File: src/rtl/cpuam_pkg.sv
package cpuam_pkg;
    localparam int AW = 16;
    localparam int DW = 8;
    localparam logic [1:0]  IMASK_SET   = 2'h3;
    localparam logic [1:0]  IMASK_CLR   = 2'h0;
    localparam logic [1:0]  IMASK_RST   = 2'h3;
    localparam logic [15:0] ONE16       = 16'h0001;
    localparam logic [7:0]  PAGE0_HI    = 8'h00;
    localparam logic [1:0]  LEN_NONE    = 2'h0;
    localparam logic [1:0]  LEN_BYTE    = 2'h1;
    localparam logic [1:0]  LEN_WORD    = 2'h2;

    typedef enum logic [3:0] {
        AM_INH   = 4'h0, AM_IMM   = 4'h1, AM_DIR_S = 4'h2, AM_DIR_L = 4'h3,
        AM_IDX_0 = 4'h4, AM_IDX_S = 4'h5, AM_IDX_L = 4'h6, AM_IND_S = 4'h7,
        AM_IND_L = 4'h8, AM_IIX_S = 4'h9, AM_IIX_L = 4'ha, AM_REL_D = 4'hb,
        AM_REL_I = 4'hc
    } cpuam_mode_t;

    typedef enum logic [2:0] {
        IOP_OTHER = 3'h0, IOP_SIM = 3'h1, IOP_RIM = 3'h2,
        IOP_WFI   = 3'h3, IOP_HALT = 3'h4
    } cpuam_iop_t;

    // operand bytes that follow the opcode, prebyte not counted
    function automatic logic [1:0] am_len(input cpuam_mode_t m);
        case (m)
            AM_INH, AM_IDX_0:     am_len = LEN_NONE;
            AM_DIR_L, AM_IDX_L:   am_len = LEN_WORD;
            default:              am_len = LEN_BYTE;
        endcase
    endfunction

    function automatic logic am_long(input cpuam_mode_t m);
        am_long = (m == AM_DIR_L) || (m == AM_IDX_L) || (m == AM_IND_L) || (m == AM_IIX_L);
    endfunction

    function automatic logic am_ptr(input cpuam_mode_t m);
        am_ptr = (m == AM_IND_S) || (m == AM_IND_L) || (m == AM_IIX_S) || (m == AM_IIX_L)
              || (m == AM_REL_I);
    endfunction

    function automatic logic am_ptr_word(input cpuam_mode_t m);
        am_ptr_word = (m == AM_IND_L) || (m == AM_IIX_L);
    endfunction

    function automatic logic am_idx(input cpuam_mode_t m);
        am_idx = (m == AM_IDX_0) || (m == AM_IDX_S) || (m == AM_IDX_L)
              || (m == AM_IIX_S) || (m == AM_IIX_L);
    endfunction
endpackage

File: src/rtl/cpuam_ea.sv
module cpuam_ea
    import cpuam_pkg::*;
(
    // clock
    input  wire logic          sys_clk_i,
    input  wire logic          sys_rst_i,
    input  wire logic          ce_i,
    // operands
    input  wire logic          go_i,
    input  wire logic [AW-1:0] base_i,
    input  wire logic [DW-1:0] off_i,
    input  wire logic          add_i,
    input  wire logic          sgn_i,
    // result
    output logic      [AW-1:0] sum_o
);
    logic [AW-1:0] sum_d;
    logic [AW-1:0] ext;

    always_comb begin
        // byte widened before the add so short sums carry into bit 8
        ext = {PAGE0_HI, off_i};
        if (sgn_i) begin
            ext = {{(AW-DW){off_i[DW-1]}}, off_i};
        end
        sum_d = sum_o;
        if (go_i) begin
            sum_d = add_i ? base_i + ext : base_i;
        end
    end

    always_ff @(posedge sys_clk_i) begin
        if (sys_rst_i) begin
            sum_o <= '0;
        end else if (ce_i) begin
            sum_o <= sum_d;
        end
    end
endmodule // cpuam_ea

File: src/rtl/cpuam_lpctl.sv
module cpuam_lpctl
    import cpuam_pkg::*;
(
    // clock
    input  wire logic       sys_clk_i,
    input  wire logic       sys_rst_i,
    input  wire logic       ce_i,
    // inherent execution
    input  wire logic       exec_i,
    input  wire cpuam_iop_t iop_i,
    input  wire logic       irq_pend_i,
    input  wire logic       wake_pin_i,
    // state
    output logic [1:0]      irq_mask_o,
    output logic            wait_o,
    output logic            halt_o
);
    logic [1:0] mask_d;
    logic       wait_d;
    logic       halt_d;
    logic       wk_s1_q;
    logic       wk_s2_q;

    always_comb begin
        mask_d = irq_mask_o;
        wait_d = wait_o;
        halt_d = halt_o;
        if (wait_o && irq_pend_i) begin
            wait_d = 1'b0;
        end
        if (halt_o && wk_s2_q) begin
            halt_d = 1'b0;
        end
        if (exec_i) begin
            case (iop_i)
                IOP_SIM:  mask_d = IMASK_SET;
                IOP_RIM:  mask_d = IMASK_CLR;
                IOP_WFI:  wait_d = 1'b1;
                IOP_HALT: halt_d = 1'b1;
                default:  mask_d = irq_mask_o;
            endcase
        end
    end

    always_ff @(posedge sys_clk_i) begin
        if (sys_rst_i) begin
            irq_mask_o <= IMASK_RST;
            wait_o     <= 1'b0;
            halt_o     <= 1'b0;
            wk_s1_q    <= 1'b0;
            wk_s2_q    <= 1'b0;
        end else if (ce_i) begin
            irq_mask_o <= mask_d;
            wait_o     <= wait_d;
            halt_o     <= halt_d;
            wk_s1_q    <= wake_pin_i;
            wk_s2_q    <= wk_s1_q;
        end
    end
endmodule // cpuam_lpctl

File: src/rtl/cpuam_dec.sv
module cpuam_dec
    import cpuam_pkg::*;
(
    // clock and reset
    input  wire logic          sys_clk_i,
    input  wire logic          sys_rst_i,
    input  wire logic          ce_i,
    // instruction request
    input  wire logic          start_i,
    input  wire cpuam_mode_t   mode_i,
    input  wire cpuam_iop_t    iop_i,
    input  wire logic          m2m_i,
    input  wire logic          idx_y_i,
    input  wire logic [AW-1:0] pc_i,
    input  wire logic [DW-1:0] x_i,
    input  wire logic [DW-1:0] y_i,
    // memory read port
    input  wire logic          mem_ack_i,
    input  wire logic [DW-1:0] mem_rdata_i,
    output logic               mem_rd_o,
    output logic      [AW-1:0] mem_addr_o,
    // result
    output logic               ready_o,
    output logic               done_o,
    output logic               err_o,
    output logic      [AW-1:0] ea_o,
    output logic      [DW-1:0] operand_o,
    output logic               imm_o,
    output logic      [1:0]    len_o,
    // core state
    input  wire logic          irq_pend_i,
    input  wire logic          wake_pin_i,
    output logic      [1:0]    irq_mask_o,
    output logic               wait_o,
    output logic               halt_o
);
    typedef enum logic [6:0] {
        ST_IDLE = 7'b0000001,
        ST_OPB1 = 7'b0000010,
        ST_OPB2 = 7'b0000100,
        ST_PTR1 = 7'b0001000,
        ST_PTR2 = 7'b0010000,
        ST_CALC = 7'b0100000,
        ST_DONE = 7'b1000000
    } cpuam_st_t;

    cpuam_st_t     st_q, st_d;
    cpuam_mode_t   mode_q, mode_d;
    logic [DW-1:0] idx_q, idx_d;
    logic [AW-1:0] pc_q, pc_d;
    logic [DW-1:0] b1_q, b1_d;
    logic [DW-1:0] b2_q, b2_d;
    logic [DW-1:0] ph_q, ph_d;
    logic [DW-1:0] pl_q, pl_d;
    logic          rd_q, rd_d;
    logic [AW-1:0] ad_q, ad_d;
    logic          rdy_q, rdy_d;
    logic          done_q, done_d;
    logic          err_q, err_d;
    logic [AW-1:0] ea_q, ea_d;
    logic [DW-1:0] opnd_q, opnd_d;
    logic          imm_q, imm_d;
    logic [1:0]    len_q, len_d;
    logic          exec;
    logic          go;
    logic [AW-1:0] base;
    logic [DW-1:0] off;
    logic          add;
    logic          sgn;
    logic [AW-1:0] sum;
    logic [AW-1:0] pc_end;
    logic          lp_wait;
    logic          lp_halt;
    logic          take;

    // start is ignored while busy or in a low-power state
    assign take = start_i && rdy_q;
    assign pc_end = pc_q + ONE16 + {14'h0000, am_len(mode_q)};

    always_comb begin
        st_d   = st_q;
        mode_d = mode_q;
        idx_d  = idx_q;
        pc_d   = pc_q;
        b1_d   = b1_q;
        b2_d   = b2_q;
        ph_d   = ph_q;
        pl_d   = pl_q;
        rd_d   = rd_q;
        ad_d   = ad_q;
        done_d = 1'b0;
        err_d  = 1'b0;
        ea_d   = ea_q;
        opnd_d = opnd_q;
        imm_d  = imm_q;
        len_d  = len_q;
        exec   = 1'b0;
        go     = 1'b0;
        case (st_q)
            ST_IDLE: begin
                if (take) begin
                    mode_d = mode_i;
                    idx_d  = idx_y_i ? y_i : x_i;
                    pc_d   = pc_i;
                    b1_d   = '0;
                    b2_d   = '0;
                    ph_d   = '0;
                    pl_d   = '0;
                    if (m2m_i && am_long(mode_i)) begin
                        // long forms refused for read-modify-write ops
                        err_d = 1'b1;
                    end else if (mode_i == AM_INH) begin
                        exec   = 1'b1;
                        len_d  = LEN_NONE;
                        ea_d   = '0;
                        opnd_d = '0;
                        imm_d  = 1'b0;
                        done_d = 1'b1;
                    end else if (am_len(mode_i) == LEN_NONE) begin
                        st_d = ST_CALC;
                    end else begin
                        rd_d = 1'b1;
                        ad_d = pc_i + ONE16;
                        st_d = ST_OPB1;
                    end
                end
            end
            ST_OPB1: begin
                if (mem_ack_i) begin
                    b1_d = mem_rdata_i;
                    if (am_len(mode_q) == LEN_WORD) begin
                        ad_d = ad_q + ONE16;
                        st_d = ST_OPB2;
                    end else if (am_ptr(mode_q)) begin
                        // pointer always starts in page zero; a word pointer at 00ff reads its second byte from 0100
                        ad_d = {PAGE0_HI, mem_rdata_i};
                        st_d = ST_PTR1;
                    end else begin
                        rd_d = 1'b0;
                        st_d = ST_CALC;
                    end
                end
            end
            ST_OPB2: begin
                if (mem_ack_i) begin
                    b2_d = mem_rdata_i;
                    rd_d = 1'b0;
                    st_d = ST_CALC;
                end
            end
            ST_PTR1: begin
                if (mem_ack_i) begin
                    if (am_ptr_word(mode_q)) begin
                        ph_d = mem_rdata_i;
                        ad_d = ad_q + ONE16;
                        st_d = ST_PTR2;
                    end else begin
                        pl_d = mem_rdata_i;
                        rd_d = 1'b0;
                        st_d = ST_CALC;
                    end
                end
            end
            ST_PTR2: begin
                if (mem_ack_i) begin
                    pl_d = mem_rdata_i;
                    rd_d = 1'b0;
                    st_d = ST_CALC;
                end
            end
            ST_CALC: begin
                go   = 1'b1;
                st_d = ST_DONE;
            end
            ST_DONE: begin
                ea_d   = sum;
                imm_d  = (mode_q == AM_IMM);
                opnd_d = (mode_q == AM_IMM) ? b1_q : '0;
                len_d  = am_len(mode_q);
                done_d = 1'b1;
                st_d   = ST_IDLE;
            end
            default: begin
                rd_d = 1'b0;
                st_d = ST_IDLE;
            end
        endcase
        rdy_d = (st_d == ST_IDLE) && !lp_wait && !lp_halt && !exec;
    end

    // base, offset and kind of addition for the result adder
    always_comb begin
        base = '0;
        off  = idx_q;
        add  = am_idx(mode_q);
        sgn  = 1'b0;
        case (mode_q)
            AM_IMM:   base = pc_q + ONE16;
            AM_DIR_S: base = {PAGE0_HI, b1_q};
            AM_DIR_L: base = {b1_q, b2_q};
            AM_IDX_0: base = '0;
            AM_IDX_S: base = {PAGE0_HI, b1_q};
            AM_IDX_L: base = {b1_q, b2_q};
            AM_IND_S: base = {PAGE0_HI, pl_q};
            AM_IND_L: base = {ph_q, pl_q};
            AM_IIX_S: base = {PAGE0_HI, pl_q};
            AM_IIX_L: base = {ph_q, pl_q};
            AM_REL_D: begin
                base = pc_end;
                off  = b1_q;
                add  = 1'b1;
                sgn  = 1'b1;
            end
            AM_REL_I: begin
                base = pc_end;
                off  = pl_q;
                add  = 1'b1;
                sgn  = 1'b1;
            end
            default: base = '0;
        endcase
    end

    cpuam_ea u_ea (
        .sys_clk_i (sys_clk_i),
        .sys_rst_i (sys_rst_i),
        .ce_i      (ce_i),
        .go_i      (go),
        .base_i    (base),
        .off_i     (off),
        .add_i     (add),
        .sgn_i     (sgn),
        .sum_o     (sum)
    );

    cpuam_lpctl u_lp (
        .sys_clk_i  (sys_clk_i),
        .sys_rst_i  (sys_rst_i),
        .ce_i       (ce_i),
        .exec_i     (exec),
        .iop_i      (iop_i),
        .irq_pend_i (irq_pend_i),
        .wake_pin_i (wake_pin_i),
        .irq_mask_o (irq_mask_o),
        .wait_o     (lp_wait),
        .halt_o     (lp_halt)
    );

    always_ff @(posedge sys_clk_i) begin
        if (sys_rst_i) begin
            st_q   <= ST_IDLE;
            mode_q <= AM_INH;
            idx_q  <= '0;
            pc_q   <= '0;
            b1_q   <= '0;
            b2_q   <= '0;
            ph_q   <= '0;
            pl_q   <= '0;
            rd_q   <= 1'b0;
            ad_q   <= '0;
            rdy_q  <= 1'b0;
            done_q <= 1'b0;
            err_q  <= 1'b0;
            ea_q   <= '0;
            opnd_q <= '0;
            imm_q  <= 1'b0;
            len_q  <= LEN_NONE;
        end else if (ce_i) begin
            st_q   <= st_d;
            mode_q <= mode_d;
            idx_q  <= idx_d;
            pc_q   <= pc_d;
            b1_q   <= b1_d;
            b2_q   <= b2_d;
            ph_q   <= ph_d;
            pl_q   <= pl_d;
            rd_q   <= rd_d;
            ad_q   <= ad_d;
            rdy_q  <= rdy_d;
            done_q <= done_d;
            err_q  <= err_d;
            ea_q   <= ea_d;
            opnd_q <= opnd_d;
            imm_q  <= imm_d;
            len_q  <= len_d;
        end
    end

    assign mem_rd_o   = rd_q;
    assign mem_addr_o = ad_q;
    assign ready_o    = rdy_q;
    assign done_o     = done_q;
    assign err_o      = err_q;
    assign ea_o       = ea_q;
    assign operand_o  = opnd_q;
    assign imm_o      = imm_q;
    assign len_o      = len_q;
    assign wait_o     = lp_wait;
    assign halt_o     = lp_halt;
endmodule // cpuam_dec

File: config.mk
export PLATFORM = sky130hd
export DESIGN_NAME = cpuam_dec
export DESIGN_NICKNAME = d
export VERILOG_FILES = /design/src/rtl/cpuam_pkg.sv /design/src/rtl/cpuam_ea.sv /design/src/rtl/cpuam_lpctl.sv /design/src/rtl/cpuam_dec.sv
export SDC_FILE = /design/constraint.sdc
export NUM_CORES = 1
export LEC_CHECK = 0
export ABC_AREA = 0
export BUFFER_PORTS_ARGS = -buffer_cell sky130_fd_sc_hd__buf_2
export CAP_MARGIN = 20
export CORE_UTILIZATION = 53
export CTS_CLUSTER_DIAMETER = 60
export DETAILED_ROUTE_END_ITERATION = 7
export PLACE_DENSITY_LB_ADDON = 0.05
export SYNTH_ARGS = -nofsm -noshare
export SYNTH_HDL_FRONTEND = slang
export SYNTH_SLANG_ARGS = --single-unit
File: constraint.sdc
create_clock -name sys_clk_i -period 4.9 [get_ports sys_clk_i]
set_clock_uncertainty 0.15 [all_clocks]
set_input_delay 0.98 -clock sys_clk_i [delete_from_list [all_inputs] [get_ports sys_clk_i]]
set_output_delay 0.98 -clock sys_clk_i [all_outputs]
set_load 0.05 [all_outputs]
==> Yosys cells after proc, flatten, opt, wreduce, memory -nomap -nowiden <==
Cells that the tools add are included.
{ "op_classes": {"addsub": 5, "eq_ne": 45, "muxes": 90, "n_bitwise": 1, "reduce_logical": 52} }
{ "op_table": {"columns": ["operator", "n"], "rows": [
  ["2-to-1 mux 16 bit", 14],
  ["case mux 16 bit (6 select lines)", 1],
  ["2-to-1 mux 8 bit", 11],
  ["case mux 8 bit (2 select lines)", 5],
  ["adder 16 x 1 -> 16 bit (second input constant)", 3],
  ["case mux 16 bit (3 select lines)", 1],
  ["2-to-1 mux 7 bit", 6],
  ["case mux 7 bit (5 select lines)", 1],
  ["case mux 16 bit (2 select lines)", 1],
  ["2-to-1 mux 1 bit", 29],
  ["== test 4 bit (second input constant)", 7],
  ["inequality test 2 bit (second input constant)", 13],
  ["== test 4 x 3 -> 1 bit (second input constant)", 6],
  ["2-to-1 mux 6 bit", 4],
  ["case mux 8 bit (3 select lines)", 1],
  ["OR reduction 2 bit", 10],
  ["2-to-1 mux 2 bit", 9],
  ["adder 16 bit", 1],
  ["adder 16 x 2 -> 16 bit", 1],
  ["case mux 2 bit (2 select lines)", 4],
  ["== test 7 x 1 -> 1 bit (second input constant)", 2],
  ["== test 4 x 2 -> 1 bit (second input constant)", 3],
  ["logical OR 1 bit", 12],
  ["AND reduction 12 bit", 1],
  ["28 further kinds", 47]
]} }
{ "word_totals": {"register_bits": 136, "inputBits": 56, "out_inout_bits": 51, "elab_cells": 216} }

==> Longest topological paths before layout <==
Gate-level depths: netlist (run 1).
{ "depth": {"ltp_word": 18, "ltp_mapped": 22, "ltp_nobuf": 20} }

==> Modules after synthesis <==
Synthesis (run 1) repeated with hierarchy kept, for this count alone.
{ "unflattened": {"cells_unflattened": 1067, "area_unflattened_um2": 8375.5} }
{ "by_module_without_submodules": {"columns": ["mod", "n_inst", "cells_each", "area_per_inst_um2", "seq_area_each_um2"], "rows": [
  ["cpuam_dec", 1, 872, 6809.0, 2282.2],
  ["cpuam_ea", 1, 171, 1348.8, 320.3],
  ["cpuam_lpctl", 1, 24, 217.7, 100.1]
]} }

==> Least setup slack after synthesis (run 1) <==
OpenSTA, ideal clock, no wires.
{ "synth_timing": {"kind": "reg2reg", "from": "register mode_q[0]", "to": "register u_ea.sum_o[15]", "setup_ps": 136, "t_arrival_ps": 4435, "required_ps": 4614, "path_slack_ps": 179, "path_stages_with_launch": 23, "path_buffers": 4, "period_less_slack_ps": 4721, "cell_sequence": "dfxtp_1 -> clkbuf_1 -> nand2b_1 -> a21oi_1 -> clkbuf_1 -> clkbuf_1 -> inv_1 -> fa_1 -> nor2_1 -> o211ai_1 -> nor2_1 -> xor2_1 -> o221ai_1 -> ha_1 -> clkbuf_1 -> nand4_1 -> nor4_1 -> nor2_1 -> a41oi_1 -> o21bai_1 -> mux2i_1 -> xor2_1 -> a211oi_2"} }
{ "synth_between": {"elab_chain_len": 7, "elab_cells_between_ends": 32, "cone_classes": "add/sub: 2; eq/ne: 12; mux: 7; reduce/logical: 11"} }
{ "synth_lines": {"columns": ["item", "line", "source"], "rows": [
  ["start: declaration", "cpuam_dec.sv:48", "cpuam_mode_t mode_q, mode_d;"],
  ["start signal: assignment", "cpuam_dec.sv:270", "mode_q <= mode_d;"],
  ["== test 4 x 3 -> 1 bit, or another cell as far along", "cpuam_pkg.sv:27, cpuam_pkg.sv:48, cpuam_dec.sv:197", null],
  ["OR reduction 2 bit (no line), or another cell as far along", null, null],
  ["case mux 2 bit (2 select lines) / logical OR 1 bit (equally long branches)", "cpuam_pkg.sv:27, cpuam_pkg.sv:48", null],
  ["adder 16 x 2 -> 16 bit / logical OR 1 bit (equally long branches)", "cpuam_dec.sv:78, cpuam_pkg.sv:49", null],
  ["case mux 16 bit (6 select lines) / logical OR 1 bit (equally long branches)", "cpuam_dec.sv:197, cpuam_pkg.sv:49", null],
  ["adder 16 bit / 2-to-1 mux 1 bit (equally long branches)", "cpuam_ea.sv:28, cpuam_dec.sv:197", null],
  ["2-to-1 mux 16 bit *", "cpuam_ea.sv:28", "sum_d = add_i ? base_i + ext : base_i;"],
  ["end signal: assignment", "cpuam_ea.sv:36", "sum_o <= sum_d;"],
  ["end: declaration", "cpuam_ea.sv:15", "output logic [AW-1:0] sum_o"]
]} }
Every way passes the cells marked *; elsewhere a longest branch is shown, timed or not.
A chain may end at the register's enable or synchronous reset.

==> Worst setup path after layout (run 1) <==
Same ends and word-level chain as after synthesis.

==> results of run 1 <==
[cell type report]
| cell class | instances | area (um2) |
|---|---|---|
| Fill cell | 1405 | 5430 |
| Multi-Input combinational cell | 844 | 5040 |
| Sequential cell | 135 | 2700 |
| Timing Repair Buffer | 119 | 638 |
| Clock buffer | 17 | 425 |
| Tap cell | 184 | 230 |
| Clock inverter | 15 | 216 |
| Inverter | 19 | 71.3 |
[kinds of logic (layout without fill, tap and decap cells)]
group	count (synthesis)	after routing	share of synthesized area [%]
flip-flops	135	135	33.2
buffers and inverters	94	170	5.10
adder cells (fa/ha/maj)	22	22	3.57
multiplexers	12	12	1.48
AO/OA/AOI/OAI	308	308	24.8
XOR/XNOR	55	55	5.92
AND/OR/NAND/NOR	447	447	25.9
[state kept, by name, indices dropped and copies added (netlist names), 2 cells and up]
name,cells
idx_q,8
u_ea.sum_o,16
st_q,7
ph_q,8
ea_o,16
mem_addr_o,16
len_o,2
b2_q,8
pl_q,8
b1_q,8
mode_q,4
pc_q,16
operand_o,8
[worst reg2reg max path: stages, from the launching register on]
cell      delay, ns
dfxtp_1        0.41
nor2_2         0.22
nand2_1        0.11
nand3b_1       0.16
ha_1           0.19
inv_1          0.06
fa_1           0.40
nor2_1         0.16
o211ai_1       0.20
nor2_1         0.18
xor2_1         0.15
o221ai_1       0.19
ha_2           0.42
nand4_1        0.13
nor4_1         0.24
nor2_1         0.11
a41oi_1        0.29
o21bai_1       0.13
mux2i_1        0.19
xor2_1         0.20
a211oi_2       0.09
[how the worst max path moves through the flow]
stage	cells past startpoint	slack, ns	endpoint	start
finish	20	0.36	u_ea.sum_o[15]	mode_q[0]
global route	20	-0.01	u_ea.sum_o[15]	mode_q[0]
CTS	20	0.35	u_ea.sum_o[15]	mode_q[0]
detailed placement	20	0.38	u_ea.sum_o[15]	mode_q[0]
global placement	20	0.49	u_ea.sum_o[15]	mode_q[0]
floorplan	22	0.18	u_ea.sum_o[15]	mode_q[0]
[placed cells by master (no fill, tap or decap), drive strengths merged, types with 17 or more instances in the layout]
cell / count
a211oi: 29
xnor2: 29
nor2: 137
a22oi: 46
o21ai: 44
dfxtp: 135
buf: 119
xor2: 26
inv: 24
a21oi: 101
ha: 20
nand2: 139
clkbuf: 17
nor3: 28
nand3: 62
[repair_timing]
action,CTS,global route
setup buffers,0,1
endpoints found under the setup margin,0,1
resized for setup,0,2
[per-stage QoR]
step,power [mW],worst slack [ns],cells,utilization [%],hold slack [ns]
after global routing,2.90,-0.0104,1333,63.2,0.312
after global placement,1.43,0.492,1299,58.7,0.286
after CTS,2.82,0.353,1331,63.0,0.300
final,2.80,0.361,1333,63.2,0.297
after floorplan,1.34,0.179,1073,-,0.281
after detailed placement,1.43,0.383,1299,58.7,0.292
[power groups by stage]
stage	Combinational, mW	Sequential, mW	Clock (mW)
after floorplan	0.141	1.20	0
after global placement	0.259	1.17	0
after detailed placement	0.260	1.17	0
after CTS	0.262	1.15	1.41
after global routing	0.287	1.15	1.46
final	0.264	1.15	1.39
[layer usage]
metal	part of all wire [%]	vias to the layer above
li1	-	4016
met1	46	3732
met2	45	320
met3	6.4	35
met4	1.9	0
met5	0	-
==> impl_metrics.yaml, run 1 <==
clocking:
  cts_buffers: 17
  cts_tree: "done"
  hold_buffers: 0
  h-tree-depth: 4
  insertion_delay_ns: 0.43
  clockBufferDepth: 2
  clk_pin_slew_worst_paths_ns: 0.06
  cts-root-buf: "clkbuf_16"
  cts.sinks: 135
detailed_routing:
  drc: 0
  avgViaCountPerCell: 6.08
  vias: 8103
  antenna_left: 0
  first_iter_violations: 682
  wirelength_mm: 23.2
  drt_first_pass_iters: 8
  wire_per_inst_um: 17.4
worst_setup_path:
  cp.buffers_inverters: 1
  worst-r2r-cell-count: 20
  worstSetupPathType: "reg2reg"
  start_kind: "flop"
  slowest_stage: "ha_2"
  crit_chain: "nor2_2, nand2_1, nand3b_1, ha_1, inv_1, fa_1, nor2_1, o211ai_1, nor2_1, xor2_1, o221ai_1, ha_2, nand4_1, nor4_1, nor2_1, a41oi_1, o21bai_1, mux2i_1, xor2_1, a211oi_2"
  r2r_slack_ns: 0.36
  endpoint_kind: "flop"
  cp_common_cell: "nor2_1"
  worstPathRequired_ns: 5.02
  arrival_ns: 4.66
  path_delay_family: "simple AND/OR/NAND/NOR gates"
  worst_path_largest_cell_delay_ns: 0.42
  r2r-start: "mode_q[0]"
  cp_max_fo: 12
  reg2reg_to: "u_ea.sum_o[15]"
pwr:
  p_leak_nw: 3.51
  powerDensity_nw_per_um2: 300
  power_switching_uw: 734
  peakVddDrop_mv: 0.246
  comb_power_share_pct: 9.4
  intPower_mw: 2.07
  p_seq_share_pct: 40.9
  pwr-share-clk_pct: 49.7
  swShare_pct: 26.2
sta:
  finalSetupViolCount: 0
  worst_slew_pin_slew_ns: 0.859
  timing.final.crit_share_pct: 92.6
  min_period_ns: 4.54
  fin_tns_setup_ns: 0
  fmax_mhz: 220
  finalHoldViolCount: 0
  maxSlewViolCount: 0
  slew_headroom_pct: 42.7
job:
  drv_cap: 0
grt:
  grt.total_usage_pct: 29.6
  grt_pass1_wl_mm: 37.3
  grt_start_max_net_pins: 59
  top_usage_layer: "met2"
  grt-ovfl-total: 0
  grt_antenna_before_repair: 0
  use_met1_pct: 41.5
  grt_pass1_vias: 7168
  use_met3_pct: 4.72
  gr-usage-met2_pct: 46.5
floorplan:
  die_h_um: 126
  fp.dieW_um: 126
  io-pin-count: 107
  coreArea_um2: 14800
  start_util_pct: 55.2
  num_rows: 44
  dieArea_um2: 15900
hold_path:
  min_to: "len_o[1]"
  hold-path-cell-count: 2
  hp-start: "len_o[1]"
  hold_path_class: "reg2reg"
logic_synthesis:
  syn_inst: 1073
  syn-num-nets: 1151
  ys_ff_latch: 135
  synth_edf_count: 0
  synth.area.top_cells: "dfxtp_1 33%, nand2_1 6.4%, nor2_1 6.3%, a21oi_1 6.2%, a22oi_1 4.2%"
  synth.distinct_cells: 70
  synth_top_area_share_pct: 33.2
  synth.most_common_cell: "nand2_1"
  syn_area_um2: 8140
  yosysSeqAreaShare_pct: 33.2
  ys_top_cells_by_count: "139 x nand2_1, 136 x nor2_1, 135 x dfxtp_1"
  yosys.area.top_type: "dfxtp_1"
  synth-async-reset-ratio_pct: 0
  syn_avg_cell_area_um2: 7.59
  yosysWarningCount: 0
  ys.flop_type: "dfxtp_1"
cells_and_area:
  n_antenna_cell: 0
  fin_area_um2: 9330
  area_growth_pct: 14.6
  fin_nets: 1214
  drive_gt1_share_pct: 15.5
placed_design:
  gp_congestion: 0.933
  post-dp-hpwl_mm: 17.1
  portBuffers: 106
  dpl_cell_area_um2: 8660
outcome:
  status: "finished, final reports clean"
Note: power is estimated with default switching activity, not from simulation.
==> inputs of run 2 (changes only) <==
REMOVE_ABC_BUFFERS = 1   (was not set)
==> run 2 against run 1 <==
Sequential share of layout area up 0.078 points. Non-clock buffer count is 1 lower. Die area did not move. Final cell count is essentially flat. Flip-flop and latch count is the same. Worst setup slack gained 0.030 ns. Global-route usage fell by 0.13 points. Combinational power hardly changed. Count of clock-buffer cells in the layout rose by 2. Worst hold slack worse by 0.0015 ns. Via count about the same. Largest cell class unchanged.
==> impl_metrics.yaml, run 2 (synthesis gave the netlist of run 1 again) <==
detailed_routing:
  antenna_left: 0
  drt_first_pass_iters: 5
  avgViaCountPerCell: 6.08
  first_iter_violations: 834
  wirelength_mm: 22.8
  vias: 8095
  drc: 0
  wire_per_inst_um: 17.1
worst_setup_path:
  slowest_stage: "dfxtp_1"
  crit_chain: "nand2b_1, a21oi_2, buf_4, ha_1, a21oi_1, nor2_1, o211ai_1, nor2_1, xor2_1, o221ai_1, ha_1, nand4_1, nor4_1, nor2_1, a41oi_1, o21bai_1, mux2i_1, xor2_1, a211oi_2"
  endpoint_kind: "flop"
  worst-r2r-cell-count: 19
  arrival_ns: 4.64
  worst_path_largest_cell_delay_ns: 0.52
  crit_path_start: "mode_q[0]"
  cp_max_fo: 30
  cp.buffers_inverters: 1
  r2r-start: "mode_q[0]"
  worstPathRequired_ns: 5.03
  start_kind: "flop"
  endpoint: "u_ea.sum_o[15]"
  reg2reg_to: "u_ea.sum_o[15]"
  cp_common_cell: "nor2_1"
  worstSetupPathType: "reg2reg"
  path_depth: 19
  r2r_slack_ns: 0.39
  path_delay_family: "simple AND/OR/NAND/NOR gates"
sta:
  rsz0062_at_grt: "no"
  fin_ws_ns: 0.392
  finalSetupViolCount: 0
  slew_headroom_pct: 38.0
  fin_tns_setup_ns: 0
  maxSlewViolCount: 0
  fmax_mhz: 222
  holdWs_ns: 0.295
  min_period_ns: 4.51
  timing.final.crit_share_pct: 92.0
  worst_slew_pin_slew_ns: 0.929
  finalHoldViolCount: 0
clocking:
  cts_buffers: 17
  cts.sinks: 135
  cts_tree: "done"
  cts-root-buf: "clkbuf_16"
  hold_buffers: 0
  h-tree-depth: 4
  post_cts_buffers: 0
  insertion_delay_ns: 0.43
  clk_pin_slew_worst_paths_ns: 0.06
  cts_resized: 0
  clockBufferDepth: 2
grt:
  grt_antenna_before_repair: 0
  grt_start_max_net_pins: 136
  grt.total_usage_pct: 29.5
  grt-ovfl-total: 0
  grt_pass1_wl_mm: 37.3
  grt_pass1_vias: 7231
pwr:
  p_leak_nw: 3.50
  powerDensity_nw_per_um2: 290
  peakVddDrop_mv: 0.236
placed_design:
  portBuffers: 106
  post-dp-hpwl_mm: 16.3
  place_inst: 1299
  gp_congestion: 0.939
  pre_cts_slack_ns: 0.480
job:
  drv_cap: 0
cells_and_area:
  area_growth_pct: 14.3
  drive_gt1_share_pct: 15.2
  layout_common_cells: "139 x nand2_1, 136 x nor2_1, 135 x dfxtp_1, 105 x buf_2, 100 x a21oi_1"
  n_antenna_cell: 0
  stdcell_count: 1332
  postLayoutCoreUtil_pct: 63.1
  n_fill_cell: 1372
  fin_nets: 1213
  final_common_cell: "nand2_1"
floorplan:
  io-pin-count: 107
  dieArea_um2: 15900
  num_rows: 44
  fp.dieW_um: 126
  start_util_pct: 55.2
  coreArea_um2: 14800
  die_h_um: 126
hold_path:
  hold_path_class: "reg2reg"
outcome:
  status: "finished, final reports clean"
## run 2: how the worst min path moves through the flow
| stage | cells past startpoint | end | slack (ns) | from |
|---|---|---|---|---|
| after floorplan | 2 | b2_q[0] | 0.28 | b2_q[0] |
| after global placement | 2 | ea_o[10] | 0.29 | ea_o[10] |
| after detailed placement | 2 | ea_o[7] | 0.29 | ea_o[7] |
| after CTS | 2 | ea_o[7] | 0.30 | ea_o[7] |
| after global routing | 2 | ea_o[1] | 0.31 | ea_o[1] |
| final | 2 | ea_o[1] | 0.30 | ea_o[1] |
## run 2: stage by stage
stage | cell area [um2] | total power [mW]
floorplan | 7790 | 1.32
global placement | 8660 | 1.43
finish | 9300 | 2.70
CTS | 9290 | 2.72
global route | 9300 | 2.80
detailed placement | 8690 | 1.43
## run 2: worst register-to-register path, delay by kind of cell, from the launching register on
family,cells,cell delay (ns)
DFF,1,0.52
adders and majority gates,2,0.65
and+or+nand+nor,6,1.09
muxes,1,0.18
buffers and inverters,1,0.33
xor gates and xnor gates,2,0.34
AOI/OAI and AO/OA,7,1.09
## run 2: layout make-up
cell class	instances	area (um2)	area share, %
sequential	135	2700	29.0
clock inverter	13	144	1.55
inverter	19	71.3	0.767
clock buffer	19	453	4.87
multi-input combinational	844	5040	54.2
timing repair buffer	118	663	7.13
tap	184	230	2.47
## run 2: layer usage
layer	share of wire, %	GRT usage, %
met1	46	41.1
met2	44	45.0
met3	8.1	7.26
met4	1.2	8.58
met5	0	0
## run 2: power breakdown
| part | switching, mW | leakage, nW | internal, mW |
|---|---|---|---|
| clock | 0.510 | 0.294 | 0.780 |
| sequential | 0.0281 | 1.09 | 1.12 |
| combinational | 0.177 | 2.12 | 0.0862 |
| total | 0.715 | 3.50 | 1.99 |
==> inputs of run 3 (changes only) <==
clock period = 3.92 ns   (was 4.9 ns; I/O delays follow)
==> run 3 against run 2 <==
The flow now finishes with violations (negative setup slack). Global-route usage is 1.7 points higher. Fmax is 14% higher. Sequential power is 24% higher. First-iteration DRC count is 13% higher. Flip-flop and latch count stayed put. Count of clock-buffer cells in the layout is 1 lower. Largest cell class unchanged. Critical path type unchanged. Die area stayed put. Total power is 21% higher. Critical path depth is 2 higher. Register-to-register slack worse by 0.44 ns. Worst setup slack worse by 0.44 ns.
==> impl_metrics.yaml, run 3 (synthesis gave the netlist of run 1 again) <==
outcome:
  status: "finished, violations left"
  violations: "negative setup slack"
cells_and_area:
  layout.area.seq_um2: 2710
  drive_gt1_share_pct: 26.1
  n_antenna_cell: 0
  final_common_cell: "nand2_1"
  area_growth_pct: 26.7
  postLayoutCoreUtil_pct: 69.9
  layout_common_cells: "137 x nand2_1, 132 x dfxtp_1, 131 x nor2_1, 105 x buf_2, 103 x buf_4"
  multi_input_area_um2: 5340
  fin_nets: 1311
  n_fill_cell: 1257
detailed_routing:
  drt_first_pass_iters: 8
  drc: 0
  vias: 8639
  avgViaCountPerCell: 6.04
  wirelength_mm: 24.6
  wire_per_inst_um: 17.2
  antenna_left: 0
  first_iter_violations: 946
sta:
  timing.final.crit_share_pct: 101
  min_period_ns: 3.96
  fmax_mhz: 252
  fin_ws_ns: -0.0440
  worst_slew_pin_slew_ns: 0.798
  maxSlewViolCount: 0
  holdWs_ns: 0.296
  slew_headroom_pct: 46.4
  finalHoldViolCount: 0
  finalSetupViolCount: 1
  rsz0062_at_grt: "yes"
floorplan:
  fp.dieW_um: 126
  io-pin-count: 107
  start_util_pct: 55.2
  num_rows: 44
  dieArea_um2: 15900
  coreArea_um2: 14800
  die_h_um: 126
grt:
  grt-ovfl-total: 0
  grt_antenna_before_repair: 0
  grt.total_usage_pct: 31.2
  grt_pass1_vias: 7767
  grt_start_max_net_pins: 85
  grt_pass1_wl_mm: 39.4
worst_setup_path:
  start_kind: "flop"
  arrival_ns: 4.11
  endpoint_kind: "flop"
  worstSetupPathType: "reg2reg"
  worstPathRequired_ns: 4.06
  cp_max_fo: 6
hold_path:
  hold_path_class: "reg2reg"
pwr:
  finalPower_mw: 3.28
  peakVddDrop_mv: 0.285
  p_leak_nw: 4.03
  powerDensity_nw_per_um2: 318
placed_design:
  portBuffers: 106
  gp_congestion: 0.913
  post-dp-hpwl_mm: 17.4
job:
  drv_cap: 0
clocking:
  cts_buffers: 17
  clockBufferDepth: 2
  h-tree-depth: 4
  cts.sinks: 135
  cts_tree: "done"
  hold_buffers: 0
  clk_pin_slew_worst_paths_ns: 0.06
  cts-root-buf: "clkbuf_16"
  insertion_delay_ns: 0.44
## run 3: cell count changes in the layout (fill, tap and decap cells not counted), moves of 5 or more
cell	change
buf_4	+93
ha_1	-6
o21ai_0	-6
nor2_1	-5
a21oi_1	-7
o21ai_2	+5
a211oi_1	-5
buf_6	+5
## run 3: path summary, 6_finish.rpt
kind | endpoint | depth (start not counted) | start | slack, ns
max | u_ea.sum_o[15] | 21 | mode_q[0] | -0.04
min | ea_o[4] | 2 | ea_o[4] | 0.30
max reg2reg | u_ea.sum_o[15] | 21 | mode_q[0] | -0.04
min reg2reg | ea_o[4] | 2 | ea_o[4] | 0.30
## run 3: cell type report
| type | count | share of cell area (%) |
|---|---|---|
| Tap cell | 184 | 2.23 |
| Multi-Input combinational cell | 844 | 51.8 |
| Sequential cell | 135 | 26.3 |
| Timing Repair Buffer | 216 | 13.7 |
| Clock buffer | 18 | 4.16 |
| Clock inverter | 14 | 1.10 |
| Inverter | 19 | 0.692 |
## run 3: per-layer routing
metal	vias to the layer above	GRT usage [%]	routed length [um]
li1	4208	-	-
met1	4053	42.4	10900
met2	343	50.2	11400
met3	35	5.61	1930
met4	0	9.99	362
met5	-	0	0
## run 3: timing repair
item	in CTS	in global routing
endpoints found under the setup margin	10	11
pin swaps	16	48
resized for setup	26	49
buffers inserted	4	10
endpoints found under the hold margin	0	0
## run 3: worst max-delay path, stage by stage (launching register included)
cell,delay [ns]
dfxtp_4,0.36
buf_4,0.14
nand2b_4,0.06
a21oi_2,0.06
buf_4,0.13
ha_1,0.27
a21oi_1,0.06
nor2_1,0.15
o211ai_1,0.16
or3_4,0.38
nor2_2,0.12
xnor2_1,0.12
o21ai_0,0.10
ha_1,0.40
a21oi_4,0.21
nand2_1,0.10
nand2_2,0.08
a41oi_2,0.04
o21bai_1,0.19
mux2i_1,0.23
xor2_1,0.20
a211oi_2,0.08
## run 3: metrics by stage
stage / setup slack (ns) / cell area [um2] / cells / setup TNS, ns
6_report: -0.0440 / 10300 / 1430 / -0.0440
4_1_cts: -0.00699 / 10000 / 1419 / -0.00699
5_1_grt: -0.261 / 10300 / 1430 / -1.19
3_3_place_gp: -0.113 / 9320 / 1383 / -0.313
2_1_floorplan: -1.18 / 7790 / 998 / -11.53
3_5_place_dp: -0.218 / 9320 / 1383 / -0.975
## run 3: report_power, final
group | internal [mW] | total, mW | switching, mW
sequential | 1.40 | 1.43 | 0.0304
clock | 0.822 | 1.50 | 0.681
combinational | 0.118 | 0.351 | 0.233
total | 2.34 | 3.28 | 0.944
